==> src/hw/phba_pkg.sv <==
// package: constants and types of the pci-x host bridge adapter
// How it works
// - separate transactions are not ordered; status may overtake earlier dma data.
// - a card's interrupt is held until all its earlier writes complete.
// - lock signal is ignored; no locked access is offered to masters.
// - snoop signals are ignored; coherency is kept by bridge and memory.
// - as target the bridge accepts 64-bit master addresses and 64-bit data.
// - as initiator only pio is issued, always with 32-bit addresses.
// - 133 mhz needs one card alone; two cards run 100/66 or 66/33.
// - with mixed cards the bus runs at the slowest card's speed.
// - pio memory windows sit in the lowest bus region and are forwarded.
// - inbound dma addresses translate to a 50-bit physical address.
// - 32-bit masters use a limited pool of map registers; allocation may fail.
// - 64-bit dma addresses translate directly without using map registers.
// - arbiter has real-time and low groups, each round-robin.
// - any real-time request is granted ahead of the low group.
// - lines a and c share one signal, b and d share another.
// - slot n a/c feeds input n, b/d feeds input (n+4) mod 8.
package phba_pkg;
   localparam int PHBA_NSLOT = 8;
   localparam int PHBA_NIRQ = 8;
   localparam int PHBA_NREQ = 4;
   localparam int PHBA_NMAP = 8;
   localparam int PHBA_PA_W = 50;
   localparam int PHBA_PAGE_W = 12;
   localparam int PHBA_MAPIDX_W = 3;
   // register offsets
   localparam logic [7:0] PHBA_REG_CTRL = 8'h00;
   localparam logic [7:0] PHBA_REG_STAT = 8'h04;
   localparam logic [7:0] PHBA_REG_GROUP = 8'h08;
   localparam logic [7:0] PHBA_REG_SPEED = 8'h0C;
   localparam logic [7:0] PHBA_REG_MAPREQ = 8'h10;
   localparam logic [7:0] PHBA_REG_MAPRES = 8'h14;
   localparam logic [7:0] PHBA_REG_MAPFREE = 8'h18;
   localparam logic [7:0] PHBA_REG_IRQ = 8'h1C;
   localparam logic [7:0] PHBA_REG_PIOBASE = 8'h20;
   localparam logic [7:0] PHBA_REG_PIOLIM = 8'h24;
   localparam logic [7:0] PHBA_REG_MAPADDR = 8'h28;
   // fields
   localparam int PHBA_CTRL_EN_BIT = 0;
   localparam int PHBA_CTRL_SLOT2_BIT = 1;
   localparam int PHBA_MAPRES_OK_BIT = 31;
   localparam int PHBA_MAPRES_FAIL_BIT = 30;
   // reset values, and the value read back from offsets with no readable register
   localparam logic [31:0] PHBA_CTRL_RST = 32'h0000_0001;
   localparam logic [31:0] PHBA_PIOLIM_RST = 32'h0400_0000;
   localparam logic [31:0] PHBA_GROUP_RST = 32'h0000_0000;
   localparam logic [31:0] PHBA_BAD_RD = 32'hDEAD_0000;
   // bus speed codes (mhz class)
   typedef enum logic [1:0] {
      PHBA_SPD_33, PHBA_SPD_66, PHBA_SPD_100, PHBA_SPD_133
   } phba_speed_t;
endpackage

==> src/hw/phba_top.sv <==
// pci-x host bridge adapter core: arbitration, translation, irq, speed
//
// Decided for this implementation: strobed register access and the register addresses.
`timescale 1ns/100ps
module phba_top
   import phba_pkg::*;
#(
   parameter int NMAP = phba_pkg::PHBA_NMAP,
   parameter int NREQ = phba_pkg::PHBA_NREQ
) (
   // clock and reset
   input wire logic clock_i,
   input wire logic resetn_i,
   input wire logic ce_i,
   // register port
   input wire logic [7:0] reg_addr_i,
   input wire logic [31:0] reg_wdata_i,
   input wire logic reg_wr_i,
   input wire logic reg_rd_i,
   output logic [31:0] reg_rdata_o,
   // arbitration
   input wire logic [NREQ-1:0] bus_req_i,
   output logic [NREQ-1:0] bus_gnt_o,
   // inbound dma request
   input wire logic dma_valid_i,
   input wire logic dma_dac_i,
   input wire logic [63:0] dma_addr_i,
   input wire logic [63:0] dma_data_i,
   input wire logic dma_lock_i,
   input wire logic dma_sbo_i,
   input wire logic dma_sdone_i,
   output logic dma_pa_valid_o,
   output logic [49:0] dma_pa_o,
   output logic [63:0] dma_data_o,
   output logic dma_err_o,
   // write issue and completion from fabric, per slot
   input wire logic [PHBA_NSLOT-1:0] wr_issue_i,
   input wire logic [PHBA_NSLOT-1:0] wr_done_i,
   // card interrupt lines, active high, per slot
   input wire logic [PHBA_NSLOT-1:0] int_a_i,
   input wire logic [PHBA_NSLOT-1:0] int_b_i,
   input wire logic [PHBA_NSLOT-1:0] int_c_i,
   input wire logic [PHBA_NSLOT-1:0] int_d_i,
   output logic [PHBA_NIRQ-1:0] irq_o,
   // outbound pio request
   input wire logic pio_valid_i,
   input wire logic [63:0] pio_addr_i,
   output logic pio_fwd_o,
   output logic [31:0] pio_addr_o,
   // speed capability of the two bus slots
   input wire logic [1:0] card_present_i,
   input wire logic [1:0] card_pcix_i,
   input wire logic [3:0] card_cap_i,
   output logic [1:0] bus_speed_o
);
   localparam int MDW = PHBA_PA_W - PHBA_PAGE_W;

   logic [31:0] ctrl_ff, nxt_ctrl;
   logic [NREQ-1:0] group_ff, nxt_group;
   logic [31:0] piobase_ff, nxt_piobase, piolim_ff, nxt_piolim;
   logic [NMAP-1:0] mapused_ff, nxt_mapused;
   logic [31:0] mapres_ff, nxt_mapres;
   logic [MDW-1:0] mapaddr_ff, nxt_mapaddr;
   logic [31:0] rdata_ff, nxt_rdata;
   logic [NREQ-1:0] gnt_ff, nxt_gnt;
   logic [1:0] speed_ff, nxt_speed;
   logic [PHBA_NIRQ-1:0] irq_ff, nxt_irq;
   logic [PHBA_NSLOT-1:0] pend_ff, nxt_pend;
   logic pio_fwd_ff, nxt_pio_fwd;
   logic [31:0] pio_addr_ff, nxt_pio_addr;
   logic dval_ff, nxt_dval, d32_ff, nxt_d32, derr_ff, nxt_derr;
   logic [63:0] daddr_ff, nxt_daddr, ddata_ff, nxt_ddata;
   logic dval2_ff, nxt_dval2, derr2_ff, nxt_derr2;
   logic [49:0] pa_ff, nxt_pa;
   logic [63:0] data2_ff, nxt_data2;
   logic [NREQ-1:0] rt_pick, lo_pick;
   logic rt_any, lo_any, gnt_take;
   logic map_wr;
   logic [PHBA_MAPIDX_W-1:0] map_free_idx;
   logic map_free_ok;
   logic [MDW-1:0] map_rdata;
   logic [PHBA_NSLOT-1:0] ac_line, bd_line, slot_int;
   logic [3:0] wcnt_ff [PHBA_NSLOT];
   logic [3:0] nxt_wcnt [PHBA_NSLOT];

   // ---- arbitration, two groups
   phba_rr #(.N(NREQ)) u_rr_rt (
      .clock_i(clock_i), .resetn_i(resetn_i), .ce_i(ce_i),
      .req_i(bus_req_i & group_ff), .take_i(gnt_take),
      .pick_o(rt_pick), .any_o(rt_any));
   phba_rr #(.N(NREQ)) u_rr_lo (
      .clock_i(clock_i), .resetn_i(resetn_i), .ce_i(ce_i),
      .req_i(bus_req_i & ~group_ff), .take_i(gnt_take && !rt_any),
      .pick_o(lo_pick), .any_o(lo_any));

   always_comb
   begin
      // a new grant is chosen only when the holder has dropped its request
      gnt_take = ctrl_ff[PHBA_CTRL_EN_BIT] && ((gnt_ff & bus_req_i) == '0);
      nxt_gnt = gnt_ff & bus_req_i;
      if (gnt_take)
         nxt_gnt = rt_any ? rt_pick : (lo_any ? lo_pick : '0);
   end

   // ---- speed: slowest card wins, 133 only with a lone card
   always_comb
   begin
      logic [1:0] c0, c1;
      c0 = card_cap_i[1:0];
      c1 = card_cap_i[3:2];
      if (!card_pcix_i[0] && c0 > PHBA_SPD_66)
         c0 = PHBA_SPD_66;
      if (!card_pcix_i[1] && c1 > PHBA_SPD_66)
         c1 = PHBA_SPD_66;
      unique case (card_present_i)
         2'b01: nxt_speed = c0;
         2'b10: nxt_speed = c1;
         2'b11:
         begin
            nxt_speed = (c0 < c1) ? c0 : c1;
            if (nxt_speed == PHBA_SPD_133)
               nxt_speed = PHBA_SPD_100;
         end
         2'b00: nxt_speed = PHBA_SPD_33;
      endcase
      // other slot not configured down: a lone card may not take 133
      if (ctrl_ff[PHBA_CTRL_SLOT2_BIT] && nxt_speed == PHBA_SPD_133)
         nxt_speed = PHBA_SPD_100;
   end

   // ---- interrupts: a/c and b/d merged, held until writes drain
   always_comb
   begin
      ac_line = int_a_i | int_c_i;
      bd_line = int_b_i | int_d_i;
      for (int n = 0; n < PHBA_NSLOT; n++)
      begin
         nxt_wcnt[n] = wcnt_ff[n];
         if (wr_issue_i[n] && !wr_done_i[n])
            nxt_wcnt[n] = wcnt_ff[n] + 4'h1;
         else if (!wr_issue_i[n] && wr_done_i[n] && wcnt_ff[n] != 4'h0)
            nxt_wcnt[n] = wcnt_ff[n] - 4'h1;
         slot_int[n] = ac_line[n] | bd_line[n];
         // released only once every earlier write has completed
         nxt_pend[n] = slot_int[n] && (wcnt_ff[n] != 4'h0 ||
                       wr_issue_i[n]);
      end
      nxt_irq = '0;
      for (int n = 0; n < PHBA_NSLOT; n++)
      begin
         if (!nxt_pend[n] && !pend_ff[n])
         begin
            nxt_irq[n] = nxt_irq[n] | ac_line[n];
            nxt_irq[(n + 4) % 8] = nxt_irq[(n + 4) % 8] | bd_line[n];
         end
      end
   end

   // ---- pio forwarding, 32-bit only, low window
   always_comb
   begin
      nxt_pio_fwd = 1'b0;
      nxt_pio_addr = pio_fwd_ff ? pio_addr_ff : 32'h0000_0000;
      if (pio_valid_i && pio_addr_i[63:32] == 32'h0000_0000 &&
          pio_addr_i[31:0] >= piobase_ff && pio_addr_i[31:0] < piolim_ff)
      begin
         nxt_pio_fwd = 1'b1;
         nxt_pio_addr = pio_addr_i[31:0];
      end
   end

   // ---- dma translation: stage 1 captures, stage 2 forms address
   // lock and snoop inputs are deliberately left unread
   always_comb
   begin
      nxt_dval = dma_valid_i && ctrl_ff[PHBA_CTRL_EN_BIT];
      nxt_d32 = !dma_dac_i;
      nxt_daddr = dma_addr_i;
      nxt_ddata = dma_data_i;
      nxt_derr = 1'b0;
      if (!dma_dac_i && !mapused_ff[dma_addr_i[PHBA_PAGE_W +:
           PHBA_MAPIDX_W]])
         nxt_derr = dma_valid_i;
      nxt_dval2 = dval_ff && !derr_ff;
      nxt_derr2 = dval_ff && derr_ff;
      nxt_data2 = ddata_ff;
      if (d32_ff)
         nxt_pa = {map_rdata, daddr_ff[PHBA_PAGE_W-1:0]};
      else
         nxt_pa = daddr_ff[49:0];
      // no ordering is enforced across separate transactions
      if (!dval_ff)
         nxt_pa = pa_ff;
   end

   phba_maptab #(.DEPTH(NMAP), .AW(PHBA_MAPIDX_W), .DW(MDW)) u_map (
      .clock_i(clock_i), .ce_i(ce_i), .wr_i(map_wr),
      .waddr_i(map_free_idx), .wdata_i(mapaddr_ff),
      .raddr_i(dma_addr_i[PHBA_PAGE_W +: PHBA_MAPIDX_W]),
      .rdata_o(map_rdata));

   // ---- register port
   always_comb
   begin
      map_free_ok = 1'b0;
      map_free_idx = '0;
      for (int i = NMAP - 1; i >= 0; i--)
         if (!mapused_ff[i])
         begin
            map_free_ok = 1'b1;
            map_free_idx = PHBA_MAPIDX_W'(i);
         end
      nxt_ctrl = ctrl_ff;
      nxt_group = group_ff;
      nxt_piobase = piobase_ff;
      nxt_piolim = piolim_ff;
      nxt_mapused = mapused_ff;
      nxt_mapres = mapres_ff;
      nxt_mapaddr = mapaddr_ff;
      map_wr = 1'b0;
      nxt_rdata = 32'h0000_0000;
      if (reg_wr_i)
      begin
         unique case (reg_addr_i)
            PHBA_REG_CTRL: nxt_ctrl = reg_wdata_i & 32'h0000_0003;
            PHBA_REG_GROUP: nxt_group = reg_wdata_i[NREQ-1:0];
            PHBA_REG_PIOBASE: nxt_piobase = reg_wdata_i;
            PHBA_REG_PIOLIM: nxt_piolim = reg_wdata_i;
            PHBA_REG_MAPADDR: nxt_mapaddr = MDW'(reg_wdata_i);
            PHBA_REG_MAPREQ:
            begin
               nxt_mapres = 32'h0000_0000;
               if (map_free_ok)
               begin
                  map_wr = 1'b1;
                  nxt_mapused[map_free_idx] = 1'b1;
                  nxt_mapres[PHBA_MAPRES_OK_BIT] = 1'b1;
                  nxt_mapres[PHBA_MAPIDX_W-1:0] = map_free_idx;
               end
               else
                  nxt_mapres[PHBA_MAPRES_FAIL_BIT] = 1'b1;
            end
            PHBA_REG_MAPFREE:
               nxt_mapused[reg_wdata_i[PHBA_MAPIDX_W-1:0]] = 1'b0;
            default: ;
         endcase
      end
      if (reg_rd_i)
      begin
         unique case (reg_addr_i)
            PHBA_REG_CTRL: nxt_rdata = ctrl_ff;
            PHBA_REG_STAT: nxt_rdata = 32'(mapused_ff);
            PHBA_REG_GROUP: nxt_rdata = 32'(group_ff);
            PHBA_REG_SPEED: nxt_rdata = {30'h0000_0000, speed_ff};
            PHBA_REG_MAPRES: nxt_rdata = mapres_ff;
            PHBA_REG_IRQ: nxt_rdata = {16'h0000, pend_ff, irq_ff};
            PHBA_REG_PIOBASE: nxt_rdata = piobase_ff;
            PHBA_REG_PIOLIM: nxt_rdata = piolim_ff;
            PHBA_REG_MAPADDR: nxt_rdata = mapaddr_ff[31:0];
            default: nxt_rdata = PHBA_BAD_RD;
         endcase
      end
   end

   always_ff @(posedge clock_i or negedge resetn_i)
   begin
      if (!resetn_i)
      begin
         ctrl_ff <= PHBA_CTRL_RST;
         group_ff <= PHBA_GROUP_RST[NREQ-1:0];
         piobase_ff <= 32'h0000_0000;
         piolim_ff <= PHBA_PIOLIM_RST;
         mapused_ff <= '0;
         mapres_ff <= 32'h0000_0000;
         mapaddr_ff <= '0;
         rdata_ff <= 32'h0000_0000;
         gnt_ff <= '0;
         speed_ff <= PHBA_SPD_33;
         irq_ff <= '0;
         pend_ff <= '0;
         pio_fwd_ff <= 1'b0;
         pio_addr_ff <= 32'h0000_0000;
         dval_ff <= 1'b0;
         d32_ff <= 1'b0;
         derr_ff <= 1'b0;
         daddr_ff <= '0;
         ddata_ff <= '0;
         dval2_ff <= 1'b0;
         derr2_ff <= 1'b0;
         pa_ff <= '0;
         data2_ff <= '0;
         for (int n = 0; n < PHBA_NSLOT; n++)
            wcnt_ff[n] <= 4'h0;
      end
      else if (ce_i)
      begin
         ctrl_ff <= nxt_ctrl;
         group_ff <= nxt_group;
         piobase_ff <= nxt_piobase;
         piolim_ff <= nxt_piolim;
         mapused_ff <= nxt_mapused;
         mapres_ff <= nxt_mapres;
         mapaddr_ff <= nxt_mapaddr;
         rdata_ff <= nxt_rdata;
         gnt_ff <= nxt_gnt;
         speed_ff <= nxt_speed;
         irq_ff <= nxt_irq;
         pend_ff <= nxt_pend;
         pio_fwd_ff <= nxt_pio_fwd;
         pio_addr_ff <= nxt_pio_addr;
         dval_ff <= nxt_dval;
         d32_ff <= nxt_d32;
         derr_ff <= nxt_derr;
         daddr_ff <= nxt_daddr;
         ddata_ff <= nxt_ddata;
         dval2_ff <= nxt_dval2;
         derr2_ff <= nxt_derr2;
         pa_ff <= nxt_pa;
         data2_ff <= nxt_data2;
         for (int n = 0; n < PHBA_NSLOT; n++)
            wcnt_ff[n] <= nxt_wcnt[n];
      end
   end

   assign reg_rdata_o = rdata_ff;
   assign bus_gnt_o = gnt_ff;
   assign bus_speed_o = speed_ff;
   assign irq_o = irq_ff;
   assign pio_fwd_o = pio_fwd_ff;
   assign pio_addr_o = pio_addr_ff;
   assign dma_pa_valid_o = dval2_ff;
   assign dma_pa_o = pa_ff;
   assign dma_data_o = data2_ff;
   assign dma_err_o = derr2_ff;
endmodule

==> src/hw/phba_maptab.sv <==
// map register pool: address-to-page table, registered read
`timescale 1ns/100ps
module phba_maptab #(
   parameter int DEPTH = 8,
   parameter int AW = 3,
   parameter int DW = 38
) (
   // clock and clock enable, no reset
   input wire logic clock_i,
   input wire logic ce_i,
   // write port
   input wire logic wr_i,
   input wire logic [AW-1:0] waddr_i,
   input wire logic [DW-1:0] wdata_i,
   // read port
   input wire logic [AW-1:0] raddr_i,
   output logic [DW-1:0] rdata_o
);
   logic [DW-1:0] mem_ff [DEPTH];
   logic [DW-1:0] rdata_ff;

   always_ff @(posedge clock_i)
   begin
      if (ce_i)
      begin
         if (wr_i)
            mem_ff[waddr_i] <= wdata_i;
         rdata_ff <= mem_ff[raddr_i];
      end
   end
   assign rdata_o = rdata_ff;
endmodule

==> src/hw/phba_rr.sv <==
// round-robin grant within one requester group
`timescale 1ns/100ps
module phba_rr #(
   parameter int N = 4
) (
   // clock and reset
   input wire logic clock_i,
   input wire logic resetn_i,
   input wire logic ce_i,
   // requests
   input wire logic [N-1:0] req_i,
   input wire logic take_i,
   // grant choice
   output logic [N-1:0] pick_o,
   output logic any_o
);
   logic [N-1:0] last_ff;
   logic [N-1:0] nxt_last;
   logic [2*N-1:0] dbl;
   logic [2*N-1:0] mask;
   logic [2*N-1:0] win;

   always_comb
   begin
      dbl = {req_i, req_i};
      // ones strictly above the last winner, in the doubled vector
      mask = ~(({last_ff, last_ff} << 1) - {{N{1'b0}}, last_ff}) &
             ~{{N{1'b0}}, (last_ff - {{(N-1){1'b0}}, 1'b1}) | last_ff};
      mask = {~{N{1'b0}}, mask[N-1:0]} &
             {{N{1'b1}}, ~((last_ff << 1) - {{(N-1){1'b0}}, 1'b1})};
      win = dbl & mask;
      win = win & (~win + {{(2*N-1){1'b0}}, 1'b1});
      pick_o = win[N-1:0] | win[2*N-1:N];
      any_o = |req_i;
      nxt_last = last_ff;
      if (take_i && any_o)
         nxt_last = pick_o;
   end

   always_ff @(posedge clock_i or negedge resetn_i)
   begin
      if (!resetn_i)
         last_ff <= {1'b1, {(N-1){1'b0}}};
      else if (ce_i)
         last_ff <= nxt_last;
   end
endmodule

==> config.mk <==
export PLATFORM = sky130hd
export DESIGN_NAME = phba_top
export DESIGN_NICKNAME = d
export VERILOG_FILES = /design/src/hw/phba_pkg.sv /design/src/hw/phba_top.sv /design/src/hw/phba_maptab.sv /design/src/hw/phba_rr.sv
export SDC_FILE = /design/constraint.sdc
export NUM_CORES = 1
export LEC_CHECK = 0
export BUFFER_PORTS_ARGS = -buffer_cell sky130_fd_sc_hd__buf_2
export CAP_MARGIN = 20
export CORE_ASPECT_RATIO = 1.2
export CORE_MARGIN = 5
export CORE_UTILIZATION = 45
export CTS_BUF_LIST = sky130_fd_sc_hd__clkbuf_16
export DETAILED_ROUTE_END_ITERATION = 7
export PLACE_DENSITY = 0.77
export REMOVE_ABC_BUFFERS = 1
export SETUP_SLACK_MARGIN = 0.4
export SLEW_MARGIN = 20
export SYNTH_ARGS = -nofsm -noshare
export SYNTH_HDL_FRONTEND = slang
export SYNTH_SLANG_ARGS = --single-unit
==> constraint.sdc <==
create_clock -name clock_i -period 4.42 [get_ports clock_i]
set_input_delay 0.442 -clock clock_i [delete_from_list [all_inputs] [get_ports clock_i]]
set_output_delay 0.442 -clock clock_i [all_outputs]
set_load 0.05 [all_outputs]
==> run_results.csv <==
group,metric,value,unit
setup_path,cp.depth,9,
clock_tree,cts_resized,0,
setup_path,startpoint,"piolim_ff[31]$_DFFE_PN0P_",
sta,max_slew.worst_pin.slew,1.06,ns
sta,finalClockSkew,0.0310,ns
power_and_ir_drop,combPwrFrac,14.2,%
yosys,syn_avg_cell_area,14.2,µm²
clock_tree,clk_latency,0.64,ns
sta,drv_slew,0,
finish,drive_gt1_share,35.7,%
setup_path,critPathSlowestCell,"a211o_2",
setup_path,cpMostUsedCell,"and3_1",
route,vias_per_cell,5.47,
placement,place_inst,3690,
setup_path,r2r-start,"piolim_ff[31]$_DFFE_PN0P_",
power_and_ir_drop,intPower,12300,µW
finish,fin_nets,3267,
floorplan,die_x,257,µm
setup_path,cp-start-kind,"register",
yosys,postSynth.asyncResetShare,62.3,%
placement,port_buffers,480,
sta,setup_viol,0,
grt,grt_max_degree,140,
grt,grt-ovfl-total,0,
clock_tree,cts_root_buf,"clkbuf_16",
yosys,yosysTopAreaCell,"dfrtp_1",
yosys,yosysWarnings,0,
finish,layout_commonest_cell,"buf_2",
power_and_ir_drop,p_seq_share,48.2,%
floorplan,dieArea,78900,µm²
route,drt_first_iter_violations,1307,
route,wirelength,81600,µm
floorplan,coreArea,72600,µm²
clock_tree,cts_tree,"built",
route,dr.pass1.iters,8,
power_and_ir_drop,p_clk_share,37.6,%
floorplan,top_level_ports,498,
floorplan,num_rows,108,
route,drc,0,
sta,final-hold-violation-count,0,
route,antenna_left,0,
power_and_ir_drop,powerDensity,431,nW/µm²
clock_tree,htreeDepth,3,
finish,area_growth_syn_to_layout,19.5,%
placement,dp_hpwl,56400,µm
sta,setup_ws,1.33,ns
setup_path,r2r.worst_path.cells,9,
floorplan,dieHeight,307,µm
route,routedWlPerCell,21.1,µm
power_and_ir_drop,switchingPower,4680,µW
setup_path,worst_setup_path_end_kind,"register",
yosys,synth_cell_type_count,71,
sta,period_minus_slack,3.09,ns
setup_path,worstPathCellList,"inv_1 > ha_1 > and3_1 > and3_1 > nand4_1 > nor4_1 > a211o_2 > buf_4 > mux2i_1",
setup_path,path_class,"register to register",
job,maxCapViolCount,0,
setup_path,cp_max_fo,21,
setup_path,path_buf_inv,2,
yosys,synth-edff-count,288,
finish,mostFrequentLayoutCells,"477 x buf_2, 470 x dfrtp_1, 303 x mux2_2",
floorplan,initial_utilization,45.5,%
finish,layout.cells.non_filler,3867,
yosys,yosysSeqAreaShare,62.2,%
route,vias,21100,
setup_path,cpLargestDelayFamily,"simple AND/OR/NAND/NOR gates",
setup_path,r2r-end,"pio_addr_o[22]$_DFFE_PN0P_",
grt,grtUsageTotal,20.2,%
yosys,ys_ff_latch,763,
setup_path,worst-r2r-setup-slack,1.33,ns
sta,timing.fmax,323,MHz
grt,antenna_found_initial,11,
setup_path,slowest_delay,0.68,ns
sta,slew_headroom,29.5,%
clock_tree,clk_pin_slew,0.07,ns
clock_tree,cts_buffer_depth,3,
sta,tns,0,ns
setup_path,arrival,3.64,ns
placement,globalplace.congestion,0.872,
yosys,postSynthCellCount,2331,
power_and_ir_drop,p_leak,0.0175,µW
sta,holdWs,0.0467,ns
power_and_ir_drop,switching_share,27.5,%
placement,place_ws,1.10,ns
clock_tree,numCtsBuffers,77,
sta,rsz0062_at_grt,"false",
sta,min_period_over_period,70.0,%
yosys,synth_top_area_share,35.7,%
yosys,yosys-top-cells-area,"dfrtp_1 36%, edfxtp_1 26%, mux2_2 10%, mux4_2 4.5%, ha_1 3.7%",
power_and_ir_drop,peakVddDrop,0.311,mV
clock_tree,cts.sinks,763,
setup_path,cp.required,4.97,ns
finish,n_fill_cell,5919,
setup_path,critPathCapture,"pio_addr_o[22]$_DFFE_PN0P_",
grt,first_global_vias,22000,
grt,grt_pass1_wl,127000,µm
worst_hold_path,hold_class,"primary input to register",
yosys,synth_ff_type,"dfrtp_1",
outcome,outcome,"completed",
yosys,syn_area,33000,µm²
[metrics by stage]
stage | power, µW | util [%] | instance area, µm²
2_1_floorplan | 9860 | - | 32600
3_3_place_gp | 10700 | 50.5 | 36600
3_5_place_dp | 10800 | 50.5 | 36600
4_1_cts | 17200 | 54.3 | 39400
5_1_grt | 17800 | 54.3 | 39400
6_report | 17000 | 54.3 | 39400
[cells by family (layout without fill, tap and decap cells)]
kind of cell | after synthesis | count (layout) | synth area share, %
other | 0 | 11 | 0
and+or+nand+nor | 411 | 411 | 6.00
muxes | 441 | 441 | 17.0
DFF | 763 | 763 | 62.2
xor gates and xnor gates | 35 | 35 | 0.929
adders and majority gates | 105 | 105 | 4.16
buffers and inverters | 230 | 820 | 2.84
AOI/OAI and AO/OA | 346 | 346 | 6.79
[flip-flops by register name (all words and copies together) (netlist names), 50 cells and up]
signal and count:
dma_data_o 64, dma_pa_o 50, u_map.mem_ff 256, daddr_ff 50, ddata_ff 64
[worst register-to-register path, cell delays in order (launching register included)]
cell,delay (ns)
dfrtp_1,0.40
inv_1,0.12
ha_1,0.33
and3_1,0.23
and3_1,0.20
nand4_1,0.15
nor4_1,0.33
a211o_2,0.68
buf_4,0.32
mux2i_1,0.23
[power groups by stage]
stage | registers [µW] | logic (µW) | clock network, µW
floorplan | 8810 | 1060 | 0
global placement | 8320 | 2350 | 0
detailed placement | 8340 | 2410 | 0
CTS | 8210 | 2440 | 6580
global route | 8280 | 2650 | 6860
finish | 8200 | 2410 | 6390
[per-layer routing]
layer  vias up  part of all wire [%]  global-route usage [%]
met2       770                    50                    35.2
met4         4                   3.8                    8.23
met3       170                   5.8                    3.18
li1       9636                     -                       -
met1     10600                    40                    25.5
met5         -                 0.042                       0
[worst min path at each step]
stage | end | cells after the start | slack [ns] | start
6_report | piolim_ff[12]$_DFFE_PN0P_ | 3 | 0.05 | reg_wdata_i[12]
5_1_grt | daddr_ff[4]$_DFFE_PN0P_ | 2 | 0.01 | dma_addr_i[4]
4_1_cts | ddata_ff[24]$_DFFE_PN0P_ | 2 | 0.0002 | dma_data_i[24]
3_5_place_dp | dma_pa_valid_o$_DFFE_PN0P_ | 1 | 0.44 | derr_ff$_DFFE_PN0P_
3_3_place_gp | dma_pa_valid_o$_DFFE_PN0P_ | 1 | 0.42 | derr_ff$_DFFE_PN0P_
2_1_floorplan | bus_gnt_o[0]$_DFFE_PN0P_ | 0 | 0.15 | resetn_i
[synthesized netlist by cell type (4+ instances only)]
master	instances
nand3b_1	10
xor2_1	16
o31ai_1	4
buf_2	17
and2_1	5
edfxtp_1	288
o211ai_1	8
a21oi_1	52
mux2i_1	67
nand3_1	34
a22oi_1	23
dfstp_2	4
nand2b_1	21
o2bb2ai_1	19
a22o_1	18
nand4_1	11
or3_1	13
xnor2_1	19
nor2_1	73
dfrtp_1	471
and3_1	5
a211oi_1	11
mux2_2	303
o21ai_0	131
a21o_1	25
a222oi_1	7
mux4_2	66
a221oi_1	9
inv_1	129
buf_1	10
clkbuf_1	69
ha_1	97
nor4_1	13
mux2_1	5
nor2b_1	5
fa_1	8
a31oi_1	13
or4_1	9
nor3_1	15
o22ai_1	4
nand2_1	178
[area by class of cell]
cell class,count,area [µm²],area share [%]
Antenna cell,11,27.5,0.0698
Clock buffer,79,1980,5.01
Clock inverter,62,526,1.33
Inverter,130,488,1.24
Multi-Input combinational cell,1338,11600,29.5
Sequential cell,763,20500,52.1
Tap cell,935,1170,2.97
Timing Repair Buffer,549,3080,7.81
[timing repair]
item	in CTS	in global routing
buffers inserted	0	0
endpoints found under the hold margin	119	0
hold buffers	25	0
No activity file was read; power rests on OpenSTA's default activity.
